===== src/logic/kesc_pkg.sv =====
// constants, types and helpers for the keyboard emulation and system control block
//
// Function
// - D1h then 02h sets fast gate
// - FEh on 64h makes fast warm reset
// - after D0h, 60h read shows gate, reset
// - parity flag sets only unmasked, bit2 clears
// - channel flag sets only unmasked, bit3 clears
// - bit5 reads live timer output level
// - bit4 toggles once per refresh cycle
// - low channel check raises NMI unless masked
// - parity error raises NMI unless masked
// - speaker is timer output AND bit1
// - bit0 drives timer gate directly
// - recovery code gives 3 to 6 clocks
// - bus clock divides by 10,8,6,4
// - 21h bit7 enables master byte swap
// - 21h bit6 selects multiple latch pulses
// - 21h bit5 chooses halt wait or immediate
// - 21h bit4 adds one wait state
// - 21h bit1 holds cpu ready off, leaving only local ready done
// - 21h bit0 high disables parity checking
// - index write then one data access
`default_nettype none
package kesc_pkg;
  // ---------------------------------------------------------------
  // io port map
  // ---------------------------------------------------------------
  localparam logic [15:0] PORT_KBD_DATA = 16'h0060;
  localparam logic [15:0] PORT_SYS_B = 16'h0061;
  localparam logic [15:0] PORT_KBD_CMD = 16'h0064;
  localparam logic [15:0] PORT_CFG_INDEX = 16'h0022;
  localparam logic [15:0] PORT_CFG_DATA = 16'h0024;
  localparam logic [7:0] IDX_REV_BUS = 8'h20;
  localparam logic [7:0] IDX_SYS_CTRL = 8'h21;

  // ---------------------------------------------------------------
  // keyboard emulation commands
  // ---------------------------------------------------------------
  localparam logic [7:0] CMD_WRITE_OUTPUT = 8'hd1;
  localparam logic [7:0] CMD_READ_OUTPUT = 8'hd0;
  localparam logic [7:0] CMD_WARM_RESET = 8'hfe;
  localparam logic [7:0] DATA_GATE_ON = 8'h02;
  localparam int GATE_BIT = 1;
  localparam logic [7:0] READ_IDLE = 8'hff;

  // ---------------------------------------------------------------
  // port b field positions
  // ---------------------------------------------------------------
  localparam int PB_PAR_FLAG = 7;
  localparam int PB_CHK_FLAG = 6;
  localparam int PB_TIMER_CH2_OUTPUT = 5;
  localparam int PB_RFSH = 4;
  localparam int PB_CHK_DIS = 3;
  localparam int PB_PAR_DIS = 2;
  localparam int PB_SPK_EN = 1;
  localparam int PB_TIMER_CH2_GATE = 0;
  localparam logic [3:0] PORTB_RESET = 4'h0;

  // ---------------------------------------------------------------
  // configuration field positions and reset values
  // ---------------------------------------------------------------
  localparam int C20_REC_HI = 5;
  localparam int C20_REC_LO = 4;
  localparam int C20_SLOW = 3;
  localparam int C20_HIDDEN = 2;
  localparam int C20_CLK_HI = 1;
  localparam int C20_CLK_LO = 0;
  localparam int C21_SWAP = 7;
  localparam int C21_ALE = 6;
  localparam int C21_RST_DIRECT = 5;
  localparam int C21_WAIT = 4;
  localparam int C21_READY_BYP = 1;
  localparam int C21_PAR_DIS = 0;
  localparam logic [5:0] CFG20_RESET = 6'h00;
  localparam logic [7:0] CFG21_RESET = 8'h40;

  // ---------------------------------------------------------------
  // timing
  // ---------------------------------------------------------------
  localparam logic [2:0] REC_BASE_CLOCKS = 3'h3;
  localparam logic [3:0] DIV_RATIO_0 = 4'ha;
  localparam logic [3:0] DIV_RATIO_1 = 4'h8;
  localparam logic [3:0] DIV_RATIO_2 = 4'h6;
  localparam logic [3:0] DIV_RATIO_3 = 4'h4;
  localparam int CLK_PERIOD_NS = 8;
  localparam int RESET_PULSE_NS = 128;
  localparam int RESET_PULSE_CYCLES = (RESET_PULSE_NS + CLK_PERIOD_NS - 1) / CLK_PERIOD_NS;
  localparam logic [4:0] RESET_PULSE_LOAD = 5'(RESET_PULSE_CYCLES - 1);
  localparam logic [2:0] SYNC_RESET = 3'h5;

  // ---------------------------------------------------------------
  // state encodings
  // ---------------------------------------------------------------
  typedef enum logic [1:0] {KBD_IDLE, KBD_WAIT_DATA, KBD_STATUS} kesc_kbd_t;
  typedef enum logic [1:0] {RST_IDLE, RST_WAIT_HALT, RST_PULSE} kesc_rst_t;

  // address compare used by every port decode
  function automatic logic is_port(input logic [15:0] addr, input logic [15:0] port);
    return addr == port;
  endfunction

  // half period of the bus clock in fast clocks for a divider code
  function automatic logic [2:0] half_period(input logic [1:0] sel);
    logic [3:0] ratio;
    ratio = DIV_RATIO_0;
    case (sel)
      2'h0: ratio = DIV_RATIO_0;
      2'h1: ratio = DIV_RATIO_1;
      2'h2: ratio = DIV_RATIO_2;
      default: ratio = DIV_RATIO_3;
    endcase
    return ratio[3:1];
  endfunction
endpackage
`default_nettype wire


===== src/logic/kesc_sync.sv =====
// two-flop synchronizer for the three asynchronous pin inputs
`timescale 1ns/1ps
`default_nettype none
module kesc_sync (
  input wire logic clk,
  input wire logic rst,
  input wire logic [2:0] pin_in,
  output logic [2:0] pin_sync
);
  typedef struct packed {
    logic [2:0] stage1;
    logic [2:0] stage2;
  } kesc_sync_t;

  kesc_sync_t state_reg;
  kesc_sync_t state_next;

  // ---------------------------------------------------------------
  // first stage feeds only the second stage
  // ---------------------------------------------------------------
  always_comb begin
    state_next.stage1 = pin_in;
    state_next.stage2 = state_reg.stage1;
  end

  always_ff @(posedge clk) begin
    if (rst) begin
      state_reg <= {kesc_pkg::SYNC_RESET, kesc_pkg::SYNC_RESET};
    end else begin
      state_reg <= state_next;
    end
  end

  assign pin_sync = state_reg.stage2;
endmodule
`default_nettype wire


===== src/logic/kesc_top.sv =====
// keyboard emulation, port b and indexed system configuration registers
`timescale 1ns/1ps
`default_nettype none
module kesc_top #(
  parameter logic [1:0] REVISION = 2'h0 // arbitrary value
) (
  input wire logic clk,
  input wire logic rst,
  input wire logic [15:0] io_addr,
  input wire logic io_wr,
  input wire logic io_rd,
  input wire logic [7:0] io_wdata,
  output logic [7:0] io_rdata,
  output logic io_ack,
  input wire logic halt_cycle,
  input wire logic parity_error,
  input wire logic refresh_cycle,
  input wire logic channel_check_input_n,
  input wire logic timer_ch2_output,
  input wire logic local_ready_input_n,
  output logic fast_address_line_gate,
  output logic cpu_warm_reset_pulse,
  output logic timer_ch2_gate,
  output logic speaker_output,
  output logic nmi,
  output logic expansion_bus_clock,
  output logic [2:0] io_recovery_clocks,
  output logic slow_refresh_en,
  output logic hidden_refresh_en,
  output logic bus_master_byte_swap_en,
  output logic multi_ale_en,
  output logic extra_wait_state_en,
  output logic parity_check_disable,
  output logic cpu_ready_n,
  output logic local_ready_done
);
  typedef struct packed {
    kesc_pkg::kesc_kbd_t kbd;
    kesc_pkg::kesc_rst_t rst_st;
    logic [4:0] rst_cnt;
    logic rst_out;
    logic gate;
    logic [3:0] pb;
    logic par_flag;
    logic chk_flag;
    logic rfsh_tog;
    logic speaker;
    logic nmi;
    logic [7:0] idx;
    logic idx_valid;
    logic [5:0] cfg20;
    logic [7:0] cfg21;
    logic [2:0] div_cnt;
    logic bus_clk;
    logic [2:0] rec_clocks;
    logic ready_n;
    logic ready_done;
    logic [7:0] rdata;
    logic ack;
  } kesc_state_t;

  kesc_state_t q;
  kesc_state_t d;
  logic [2:0] pin_sync;
  logic chk_low;
  logic timer_ch2_output_live;
  logic ready_sync_n;
  logic wr_data;
  logic wr_portb;
  logic wr_cmd;
  logic wr_index;
  logic wr_cfg;
  logic rd_data;
  logic rd_portb;
  logic rd_cfg;
  logic mapped;
  logic par_set;
  logic chk_set;

  // ---------------------------------------------------------------
  // pin synchronizers
  // ---------------------------------------------------------------
  kesc_sync u_sync (
    .clk(clk),
    .rst(rst),
    .pin_in({local_ready_input_n, timer_ch2_output, channel_check_input_n}),
    .pin_sync(pin_sync)
  );

  // split synchronized pins
  assign chk_low = ~pin_sync[0];
  assign timer_ch2_output_live = pin_sync[1];
  assign ready_sync_n = pin_sync[2];

  // ---------------------------------------------------------------
  // port decode
  // ---------------------------------------------------------------
  assign wr_data = io_wr & kesc_pkg::is_port(io_addr, kesc_pkg::PORT_KBD_DATA);
  assign wr_portb = io_wr & kesc_pkg::is_port(io_addr, kesc_pkg::PORT_SYS_B);
  assign wr_cmd = io_wr & kesc_pkg::is_port(io_addr, kesc_pkg::PORT_KBD_CMD);
  assign wr_index = io_wr & kesc_pkg::is_port(io_addr, kesc_pkg::PORT_CFG_INDEX);
  assign wr_cfg = io_wr & kesc_pkg::is_port(io_addr, kesc_pkg::PORT_CFG_DATA);
  assign rd_data = io_rd & kesc_pkg::is_port(io_addr, kesc_pkg::PORT_KBD_DATA);
  assign rd_portb = io_rd & kesc_pkg::is_port(io_addr, kesc_pkg::PORT_SYS_B);
  assign rd_cfg = io_rd & kesc_pkg::is_port(io_addr, kesc_pkg::PORT_CFG_DATA);
  assign mapped = (io_wr | io_rd) & (kesc_pkg::is_port(io_addr, kesc_pkg::PORT_KBD_DATA)
    | kesc_pkg::is_port(io_addr, kesc_pkg::PORT_SYS_B)
    | kesc_pkg::is_port(io_addr, kesc_pkg::PORT_KBD_CMD)
    | kesc_pkg::is_port(io_addr, kesc_pkg::PORT_CFG_INDEX)
    | kesc_pkg::is_port(io_addr, kesc_pkg::PORT_CFG_DATA));

  // error flag set terms, judged on the masks held before this cycle
  assign par_set = parity_error & ~q.pb[kesc_pkg::PB_PAR_DIS]
    & ~q.cfg21[kesc_pkg::C21_PAR_DIS];
  assign chk_set = chk_low & ~q.pb[kesc_pkg::PB_CHK_DIS];

  // ---------------------------------------------------------------
  // next state
  // ---------------------------------------------------------------
  always_comb begin
    d = q;
    d.ack = mapped;
    d.rdata = kesc_pkg::READ_IDLE;

    // keyboard command decode
    if (wr_cmd) begin
      case (io_wdata)
        kesc_pkg::CMD_WRITE_OUTPUT: d.kbd = kesc_pkg::KBD_WAIT_DATA;
        kesc_pkg::CMD_READ_OUTPUT: d.kbd = kesc_pkg::KBD_STATUS;
        default: d.kbd = kesc_pkg::KBD_IDLE;
      endcase
      if (io_wdata == kesc_pkg::CMD_WARM_RESET && q.rst_st == kesc_pkg::RST_IDLE) begin
        if (q.cfg21[kesc_pkg::C21_RST_DIRECT]) begin
          d.rst_st = kesc_pkg::RST_PULSE;
          d.rst_cnt = kesc_pkg::RESET_PULSE_LOAD;
        end else begin
          d.rst_st = kesc_pkg::RST_WAIT_HALT;
        end
      end
    end

    // data phase of the write-output command
    if (wr_data && q.kbd == kesc_pkg::KBD_WAIT_DATA) begin
      d.gate = io_wdata[kesc_pkg::GATE_BIT];
      d.kbd = kesc_pkg::KBD_IDLE;
    end

    // status readback of gate and reset
    if (rd_data && q.kbd == kesc_pkg::KBD_STATUS) begin
      d.rdata = {6'h00, q.gate, q.rst_st == kesc_pkg::RST_PULSE};
      d.kbd = kesc_pkg::KBD_IDLE;
    end

    // warm reset sequencing
    case (q.rst_st)
      kesc_pkg::RST_WAIT_HALT: begin
        if (halt_cycle) begin
          d.rst_st = kesc_pkg::RST_PULSE;
          d.rst_cnt = kesc_pkg::RESET_PULSE_LOAD;
        end
      end
      kesc_pkg::RST_PULSE: begin
        if (q.rst_cnt == 5'h00) begin
          d.rst_st = kesc_pkg::RST_IDLE;
        end else begin
          d.rst_cnt = q.rst_cnt - 5'h01;
        end
      end
      default: begin
      end
    endcase

    // port b control bits and error flags, set wins over clear
    if (wr_portb) begin
      d.pb = io_wdata[kesc_pkg::PB_CHK_DIS:kesc_pkg::PB_TIMER_CH2_GATE];
    end
    d.par_flag = par_set | (q.par_flag & ~(wr_portb & io_wdata[kesc_pkg::PB_PAR_DIS]));
    d.chk_flag = chk_set | (q.chk_flag & ~(wr_portb & io_wdata[kesc_pkg::PB_CHK_DIS]));
    if (refresh_cycle) begin
      d.rfsh_tog = ~q.rfsh_tog;
    end
    if (rd_portb) begin
      d.rdata = {q.par_flag, q.chk_flag, timer_ch2_output_live, q.rfsh_tog, q.pb};
    end

    // nmi from unmasked error sources
    d.nmi = (q.par_flag & ~q.pb[kesc_pkg::PB_PAR_DIS])
      | (q.chk_flag & ~q.pb[kesc_pkg::PB_CHK_DIS]);
    d.speaker = timer_ch2_output_live & q.pb[kesc_pkg::PB_SPK_EN];

    // indexed configuration access, index spent by each data access
    if (wr_index) begin
      d.idx = io_wdata;
      d.idx_valid = 1'b1;
    end
    if (wr_cfg || rd_cfg) begin
      d.idx_valid = 1'b0;
    end
    if (wr_cfg && q.idx_valid) begin
      if (q.idx == kesc_pkg::IDX_REV_BUS) begin
        d.cfg20 = io_wdata[kesc_pkg::C20_REC_HI:kesc_pkg::C20_CLK_LO];
      end
      if (q.idx == kesc_pkg::IDX_SYS_CTRL) begin
        d.cfg21 = io_wdata;
      end
    end
    if (rd_cfg && q.idx_valid) begin
      if (q.idx == kesc_pkg::IDX_REV_BUS) begin
        d.rdata = {REVISION, q.cfg20};
      end
      if (q.idx == kesc_pkg::IDX_SYS_CTRL) begin
        d.rdata = q.cfg21;
      end
    end

    // expansion bus clock divider
    if (q.div_cnt == 3'h0) begin
      d.bus_clk = ~q.bus_clk;
      d.div_cnt = kesc_pkg::half_period(q.cfg20[kesc_pkg::C20_CLK_HI:kesc_pkg::C20_CLK_LO])
        - 3'h1;
    end else begin
      d.div_cnt = q.div_cnt - 3'h1;
    end
    d.rec_clocks = kesc_pkg::REC_BASE_CLOCKS
      + {1'b0, q.cfg20[kesc_pkg::C20_REC_HI:kesc_pkg::C20_REC_LO]};

    // local ready: synchronized path or bypass
    d.ready_n = q.cfg21[kesc_pkg::C21_READY_BYP] | ready_sync_n;
    d.ready_done = ~ready_sync_n;
    d.rst_out = (d.rst_st == kesc_pkg::RST_PULSE);
  end

  // ---------------------------------------------------------------
  // state register
  // ---------------------------------------------------------------
  always_ff @(posedge clk) begin
    if (rst) begin
      q.kbd <= kesc_pkg::KBD_IDLE;
      q.rst_st <= kesc_pkg::RST_IDLE;
      q.rst_cnt <= 5'h00;
      q.rst_out <= 1'b0;
      q.gate <= 1'b0;
      q.pb <= kesc_pkg::PORTB_RESET;
      q.par_flag <= 1'b0;
      q.chk_flag <= 1'b0;
      q.rfsh_tog <= 1'b0;
      q.speaker <= 1'b0;
      q.nmi <= 1'b0;
      q.idx <= 8'h00;
      q.idx_valid <= 1'b0;
      q.cfg20 <= kesc_pkg::CFG20_RESET;
      q.cfg21 <= kesc_pkg::CFG21_RESET;
      q.div_cnt <= 3'h0;
      q.bus_clk <= 1'b0;
      q.rec_clocks <= kesc_pkg::REC_BASE_CLOCKS;
      q.ready_n <= 1'b1;
      q.ready_done <= 1'b0;
      q.rdata <= kesc_pkg::READ_IDLE;
      q.ack <= 1'b0;
    end else begin
      q <= d;
    end
  end

  // ---------------------------------------------------------------
  // outputs straight from state flops
  // ---------------------------------------------------------------
  assign io_rdata = q.rdata;
  assign io_ack = q.ack;
  assign fast_address_line_gate = q.gate;
  assign cpu_warm_reset_pulse = q.rst_out;
  assign timer_ch2_gate = q.pb[kesc_pkg::PB_TIMER_CH2_GATE];
  assign speaker_output = q.speaker;
  assign nmi = q.nmi;
  assign expansion_bus_clock = q.bus_clk;
  assign io_recovery_clocks = q.rec_clocks;
  assign slow_refresh_en = q.cfg20[kesc_pkg::C20_SLOW];
  assign hidden_refresh_en = q.cfg20[kesc_pkg::C20_HIDDEN];
  assign bus_master_byte_swap_en = q.cfg21[kesc_pkg::C21_SWAP];
  assign multi_ale_en = q.cfg21[kesc_pkg::C21_ALE];
  assign extra_wait_state_en = q.cfg21[kesc_pkg::C21_WAIT];
  assign parity_check_disable = q.cfg21[kesc_pkg::C21_PAR_DIS];
  assign cpu_ready_n = q.ready_n;
  assign local_ready_done = q.ready_done;
endmodule
`default_nettype wire

===== config.mk =====
export PLATFORM = sky130hd
export DESIGN_NAME = kesc_top
export DESIGN_NICKNAME = d
export VERILOG_FILES = /design/src/logic/kesc_pkg.sv /design/src/logic/kesc_sync.sv /design/src/logic/kesc_top.sv
export SDC_FILE = /design/constraint.sdc
export NUM_CORES = 1
export LEC_CHECK = 0
export ABC_CLOCK_PERIOD_IN_PS = 1850
export BUFFER_PORTS_ARGS = -buffer_cell sky130_fd_sc_hd__buf_2
export CORE_UTILIZATION = 49
export DETAILED_ROUTE_END_ITERATION = 12
export GPL_ROUTABILITY_DRIVEN = 0
export PLACE_DENSITY = 0.83
export SYNTH_ARGS = -nofsm -noshare
export SYNTH_HDL_FRONTEND = slang
export SYNTH_SLANG_ARGS = --single-unit

===== constraint.sdc =====
create_clock -name clk -period 1.85 [get_ports clk]
set_input_delay 0.0925 -clock clk [delete_from_list [all_inputs] [get_ports clk]]
set_output_delay 0.0925 -clock clk [all_outputs]
set_load 0.05 [all_outputs]

==> results of run 1 <==
## layer usage
metal / share of wire / global-route usage
met1: 0.43 / 0.293
met2: 0.48 / 0.363
met3: 0.058 / 0.0545
met4: 0.034 / 0.129
met5: 0 / 0
## metrics by stage
step | util | instance area (um2)
final | 0.635 | 3760
after global routing | 0.635 | 3760
after CTS | 0.626 | 3700
after detailed placement | 0.576 | 3410
after global placement | 0.576 | 3410
after floorplan | - | 3000
## cells by family (layout without fill, tap and decap cells)
| kind of cell | after synthesis | after routing | synth area share |
|---|---|---|---|
| xor gates and xnor gates | 5 | 5 | 0.0146 |
| adders and majority gates | 6 | 6 | 0.0251 |
| DFF | 67 | 67 | 0.448 |
| buffers and inverters | 35 | 114 | 0.0618 |
| AOI/OAI and AO/OA | 46 | 46 | 0.0956 |
| and+or+nand+nor | 132 | 132 | 0.251 |
| muxes | 31 | 31 | 0.104 |
## how the worst max path moves through the flow
stage,startpoint,depth (start not counted),endpoint,slack [ns]
3_5_place_dp,q[36]$_SDFFE_PP0P_,6,parity_check_disable$_SDFFE_PP0P_,-0.20
4_1_cts,q[34]$_SDFFE_PP0P_,6,parity_check_disable$_SDFFE_PP0P_,-0.17
6_report,q[34]$_SDFFE_PP0P_,6,parity_check_disable$_SDFFE_PP0P_,-0.21
3_3_place_gp,q[36]$_SDFFE_PP0P_,6,q[19]$_SDFFE_PP0P_,-0.09
2_1_floorplan,q[36]$_SDFFE_PP0P_,6,io_rdata[1]$_SDFF_PP1_,-0.05
5_1_grt,q[34]$_SDFFE_PP0P_,6,multi_ale_en$_SDFFE_PP1P_,-0.27
## repair_timing
| action | CTS | global route |
|---|---|---|
| hold endpoints to repair | 5 | 0 |
| setup endpoints to repair | 24 | 28 |
| pin swaps | 3 | 2 |
| buffers inserted | 1 | 2 |
| hold buffers | 5 | 0 |
| gates resized for setup | 6 | 17 |
## worst max-delay path: stages (launching register included)
cell     delay (ns)
dfxtp_1        0.33
or4b_4         0.55
nor4_4         0.33
buf_4          0.17
nand4_4        0.21
mux2i_1        0.28
nor2_1         0.07
## synthesized netlist by cell type, drive strengths merged (2+ instances only)
cell type | number | area (um2)
a2bb2oi | 2 | 23.8
o22a | 2 | 17.5
clkbuf | 8 | 30.0
and3 | 3 | 18.8
nand4 | 4 | 40.0
nand2b | 11 | 68.8
nor4b | 4 | 35.0
a221oi | 2 | 17.5
a31oi | 2 | 12.5
buf | 16 | 114
ha | 6 | 75.1
and4b | 2 | 20.0
xnor2 | 4 | 35.0
dfxtp | 67 | 1340
o21ai | 17 | 85.1
a21oi | 13 | 65.1
or4b | 3 | 33.8
nor2 | 53 | 199
inv | 11 | 41.3
nor3 | 15 | 75.1
nor2b | 3 | 18.8
mux2 | 2 | 22.5
nor4 | 6 | 67.6
and2 | 2 | 13.8
nand2 | 6 | 22.5
or2 | 4 | 25.0
or3 | 2 | 13.8
nand3b | 4 | 30.0
nand3 | 6 | 30.0
a211o | 2 | 17.5
mux2i | 29 | 290
## sequential cells by signal, indices dropped and copies added, names as in the netlist
register,count
q,35
io_rdata,8
io_recovery_clocks,3
u_sync.pin_sync,3
u_sync.state_next,3
bus_master_byte_swap_en,1
cpu_ready_n,1
cpu_warm_reset_pulse,1
expansion_bus_clock,1
extra_wait_state_en,1
fast_address_line_gate,1
hidden_refresh_en,1
io_ack,1
local_ready_done,1
multi_ale_en,1
nmi,1
parity_check_disable,1
slow_refresh_en,1
speaker_output,1
timer_ch2_gate,1
## cell type report
class / count / area (um2) / share of cell area
tap: 75 / 93.8 / 0.0249
sequential: 67 / 1340 / 0.357
inverter: 11 / 41.3 / 0.0110
clock buffer: 10 / 128 / 0.0339
clock inverter: 6 / 88.8 / 0.0236
timing repair buffer: 87 / 538 / 0.143
multi-input combinational: 220 / 1530 / 0.407
## power by group through the flow
| stage | Sequential (uW) | Combinational, uW | Clock [uW] |
|---|---|---|---|
| floorplan | 1600 | 171 | 0 |
| global placement | 1560 | 309 | 0 |
| detailed placement | 1560 | 319 | 0 |
| CTS | 1530 | 328 | 1350 |
| global route | 1540 | 374 | 1430 |
| finish | 1530 | 331 | 1340 |
==> reports/metrics.cfg, run 1 <==
[setup_path]
r2r-start=q[34]$_SDFFE_PP0P_
critPathKind=reg2reg
reg2reg_slack_ns=-0.21
startpoint_type=flip-flop
r2r-end=parity_check_disable$_SDFFE_PP0P_
r2r.worst_path.cells=6
crit_arrival_ns=2.29
required_ns=2.09
cp_max_fo=8
worst_setup_path_end_kind=flip-flop

[floorplan]
core_mm2=0.00592
std_cell_rows=28
die_area_mm2=0.00643
die-height_um=80.2
start_util=0.506
fp.dieW_um=80.2
pin_count=60

[global_route]
grt_max_degree=24
overflow=0
grt_pass1_wl_um=11300
grt_pass1_vias=2424
grt_usage=0.232
grt_antenna_before_repair=0

[finish]
final_common_cell=dfxtp_1
syn2layout_area_growth_pct=25.6
drive_above_1_share=0.307
stdcell_count=476
final_nets=436
fillers=435
layout_common_cells=dfxtp_1 (66), buf_2 (59), nor2_1 (53)
diodes=0

[logic_synthesis]
seq_area_frac_synth=0.448
avgSynthCellArea_um2=9.31
synth_nets=362
ys_ff_latch=67
yosysWarnings=0
synth_ff_type=dfxtp_1
synth_edf_count=0
syn_inst=322
synth.distinct_cells=51
synthArstFlopShare=0
syn_area_mm2=0.00300

[sta]
fmax_mhz=486
setup_ws_ns=-0.207
hold_viol=0
fin_crit_sh=1.11
tightestPinTransition_ns=0.480
setup_viol=22
finalMaxSlewViolations=0
tns_ns=-2.52
finalCriticalPeriod_ns=2.06
rsz0062_at_grt=yes
max-slew-margin-rel=0.677
fin_worst_skew_ns=0.00762
holdWs_ns=0.0490

[detailed_routing]
vias=2659
ant_nets=0
wl_per_cell_um=15.5
wl_um=7360
drc_errors=0
drtPass1Iterations=5
viasPerCell=5.59
dr.first_iter.drc_count=240

[clock_network]
ctsLongestPathBuffers=2
clk_pin_slew_worst_paths_ns=0.08
cts.sinks=67
clk_latency_ns=0.35
htree_levels=3
cts_tree=yes
cts_buffers=9
clockRootBuffer=clkbuf_8

[place]
dp_hpwl_um=4960
dp.cells=452
pre_cts_ws_ns=-0.201
io_buffers=59

[power_and_ir_drop]
peakVddDrop_v=0.000550
seqPwrFrac=0.478
leakage_uw=0.00167
switching_share=0.254
combinationalPowerShare=0.103
switchingPower_uw=814
power.total_uw=3210
internal-power_uw=2390
pwr-share-clk=0.419
p_per_area_mw_per_mm2=852

[min_path]
holdPathEnd=q[57]$_SDFF_PP0_
hold_path.class=in2reg
hold_depth=2
hp-start=rst

[flow_run]
drv_cap=0

[run_status]
status=complete, but fails checks
violations=negative setup slack

(Power assumes the default switching activity.)
==> run 2: changes to the inputs <==
- CORE_UTILIZATION: 49 -> 25
- PLACE_DENSITY: 0.83 -> 0.52
==> run 2 against run 1 <==
The flow finishes with violations (design-rule violations, negative setup slack). Combinational power decreased by 2%. Sequential power about the same. Via count decreased by 4.4%. Critical path depth unchanged. Count of clock-buffer cells in the layout increased by 3. Final cell count increased by 14%. Clock skew decreased by 0.0028 ns. Wire length increased by 1.9%. Sequential share of layout area decreased by 1.3 points. Flip-flop and latch count unchanged. Critical path type unchanged. Largest power group is now clock. Highest routed layer unchanged.
==> reports/metrics.cfg, run 2 (synthesis gave the netlist of run 1 again) <==
[run_status]
status=complete, but fails checks
violations=design-rule violations, negative setup slack

[clock_network]
cts.sinks=67  ; unchanged
cts_tree=yes
clk_latency_ns=0.32  ; -0.03 ns
ctsLongestPathBuffers=2  ; unchanged
htree_levels=3  ; unchanged
clk_pin_slew_worst_paths_ns=0.05  ; -0.03 ns
cts_buffers=9  ; unchanged
clockRootBuffer=clkbuf_16

[detailed_routing]
ant_nets=0  ; unchanged
wl_um=7510  ; +1.9%
viasPerCell=4.67  ; -16%
dr.first_iter.drc_count=123  ; -49%
drc_errors=5  ; +5
wl_met2_um=3580  ; +0.79%
met1_length_um=3380  ; +7.7%
drtPass1Iterations=8  ; +3
wl_per_cell_um=13.8  ; -11%
wl_met3_um=428  ; +0.94%
vias=2541  ; -4.4%
highest-signal-layer=met4

[setup_path]
path_buf_inv=1  ; unchanged
crit_chain=or4b_4, nor4_4, buf_4, nand4_4, mux2i_1, nor2_1
cp-startpoint=q[39]$_SDFFE_PP0P_
r2r-end=q[21]$_SDFFE_PP0P_
crit_arrival_ns=2.18  ; -0.11 ns
reg2reg_slack_ns=-0.12  ; +0.09 ns
critPathKind=reg2reg
cp_max_fo=8  ; unchanged
r2r-start=q[39]$_SDFFE_PP0P_
r2r.worst_path.cells=6  ; unchanged
critPathTopFamily=simple AND/OR/NAND/NOR gates
critPathMaxStageDelay_ns=0.54  ; about the same
slowest_stage=or4b_4
worst_setup_path_end_kind=flip-flop
startpoint_type=flip-flop
required_ns=2.06  ; -0.03 ns

[flow_run]
drv_cap=0  ; unchanged

[min_path]
hold_depth=3  ; +1
hold_path.class=in2reg
holdPathEnd=q[43]$_SDFFE_PP0P_
hp-start=refresh_cycle

[power_and_ir_drop]
p_per_area_mw_per_mm2=898  ; +5.3%
peakVddDrop_v=0.000396  ; -28%
leakage_uw=0.00172  ; +2.9%
power.total_uw=3510  ; +9.5%

[floorplan]
start_util=0.259  ; -0.247
die_area_mm2=0.0124  ; +93%
die-height_um=111  ; +39%
pin_count=60  ; unchanged
std_cell_rows=39  ; +39%
fp.dieW_um=111  ; +39%
core_mm2=0.0116  ; +95%

[finish]
layout_common_cells=dfxtp_1 (66), buf_2 (59), nor2_1 (53)
syn2layout_area_growth_pct=30.5
finish.utilization=0.338  ; -0.297
final_nets=436  ; unchanged
drive_above_1_share=0.314  ; +0.00748
diodes=0  ; unchanged
fin_area_mm2=0.00391  ; +3.9%
largest-register=q
largest_reg_flops=35  ; unchanged
final_common_cell=dfxtp_1

[place]
pre_cts_ws_ns=-0.154  ; +0.0473 ns
dp_hpwl_um=5430  ; +9.5%
io_buffers=59  ; unchanged
placed_area_mm2=0.00354  ; +3.7%

[sta]
max-slew-margin-rel=0.685  ; +0.00834
fmax_mhz=509  ; +4.7%
finalCriticalPeriod_ns=1.97  ; -0.0919 ns
finalMaxSlewViolations=0  ; unchanged
tightestPinTransition_ns=0.467  ; -0.0130 ns
fin_worst_skew_ns=0.00486  ; -0.00276 ns
hold_viol=0  ; unchanged
fin_crit_sh=1.06  ; -0.0496
setup_ws_ns=-0.116  ; +0.0919 ns
rsz0062_at_grt=yes
setup_viol=18  ; -18%

[global_route]
grt_usage=0.125  ; -0.107
grt_pass1_vias=2450  ; +1.1%
grt_antenna_before_repair=0  ; unchanged
grt_pass1_wl_um=12200  ; +8.0%
grt_max_degree=47  ; +96%
overflow=0  ; unchanged

run 2: cell types whose count changed in the layout (fill, tap and decap cells not counted), sizes merged:
cell and delta:
clkbuf +3, buf +2, bufinv -2, dlygate4sd3 -2, inv -1
run 2: worst max-delay path by stage:
stage	endpoint	slack, ns	cells past startpoint
detailed placement	q[21]$_SDFFE_PP0P_	-0.15	6
global route	multi_ale_en$_SDFFE_PP1P_	-0.22	6
floorplan	io_rdata[1]$_SDFF_PP1_	-0.05	6
finish	q[21]$_SDFFE_PP0P_	-0.12	6
global placement	extra_wait_state_en$_SDFFE_PP0P_	-0.11	6
CTS	q[21]$_SDFFE_PP0P_	-0.12	6
run 2: layout make-up:
cell class | instances | area (um2)
timing repair buffer | 87 | 542
sequential | 67 | 1340
clock inverter | 3 | 20.0
multi-input combinational | 220 | 1510
inverter | 11 | 41.3
fill | 1208 | 7650
clock buffer | 13 | 280
tap | 143 | 179
run 2: through the flow:
stage	TNS (ns)	std cells	hold slack (ns)
after floorplan	-0.171	322	0.171
after global placement	-1.10	524	0.276
after detailed placement	-1.49	524	0.282
after CTS	-1.39	544	0.00189
after global routing	-3.16	544	0.0219
final	-1.12	544	0.00836
run 2: worst reg2reg max path, cell delays in order, from the launching register on:
cell and delay [ns]:
dfxtp_2 0.32, or4b_4 0.54, nor4_4 0.37, buf_4 0.18, nand4_4 0.17, mux2i_1 0.21, nor2_1 0.06
run 2: repair_timing:
action                                 in CTS  in global routing
cloned                                      0                  0
buffers inserted                            1                  0
hold buffers                                3                  0
gates resized for setup                     4                 10
endpoints found under the hold margin       3                  0
setup endpoints to repair                  27                 27
pin swaps                                   5                  8
run 2: metal layers:
layer / track usage / up-vias
li1: - / 1271
met1: 0.154 / 1209
met2: 0.204 / 50
met3: 0.0446 / 11
met4: 0.0387 / 0
met5: 0 / -
run 2: where the power goes:
part           switching (uW)  internal (uW)
sequential               38.8           1490
clock                     603           1050
combinational             187            136
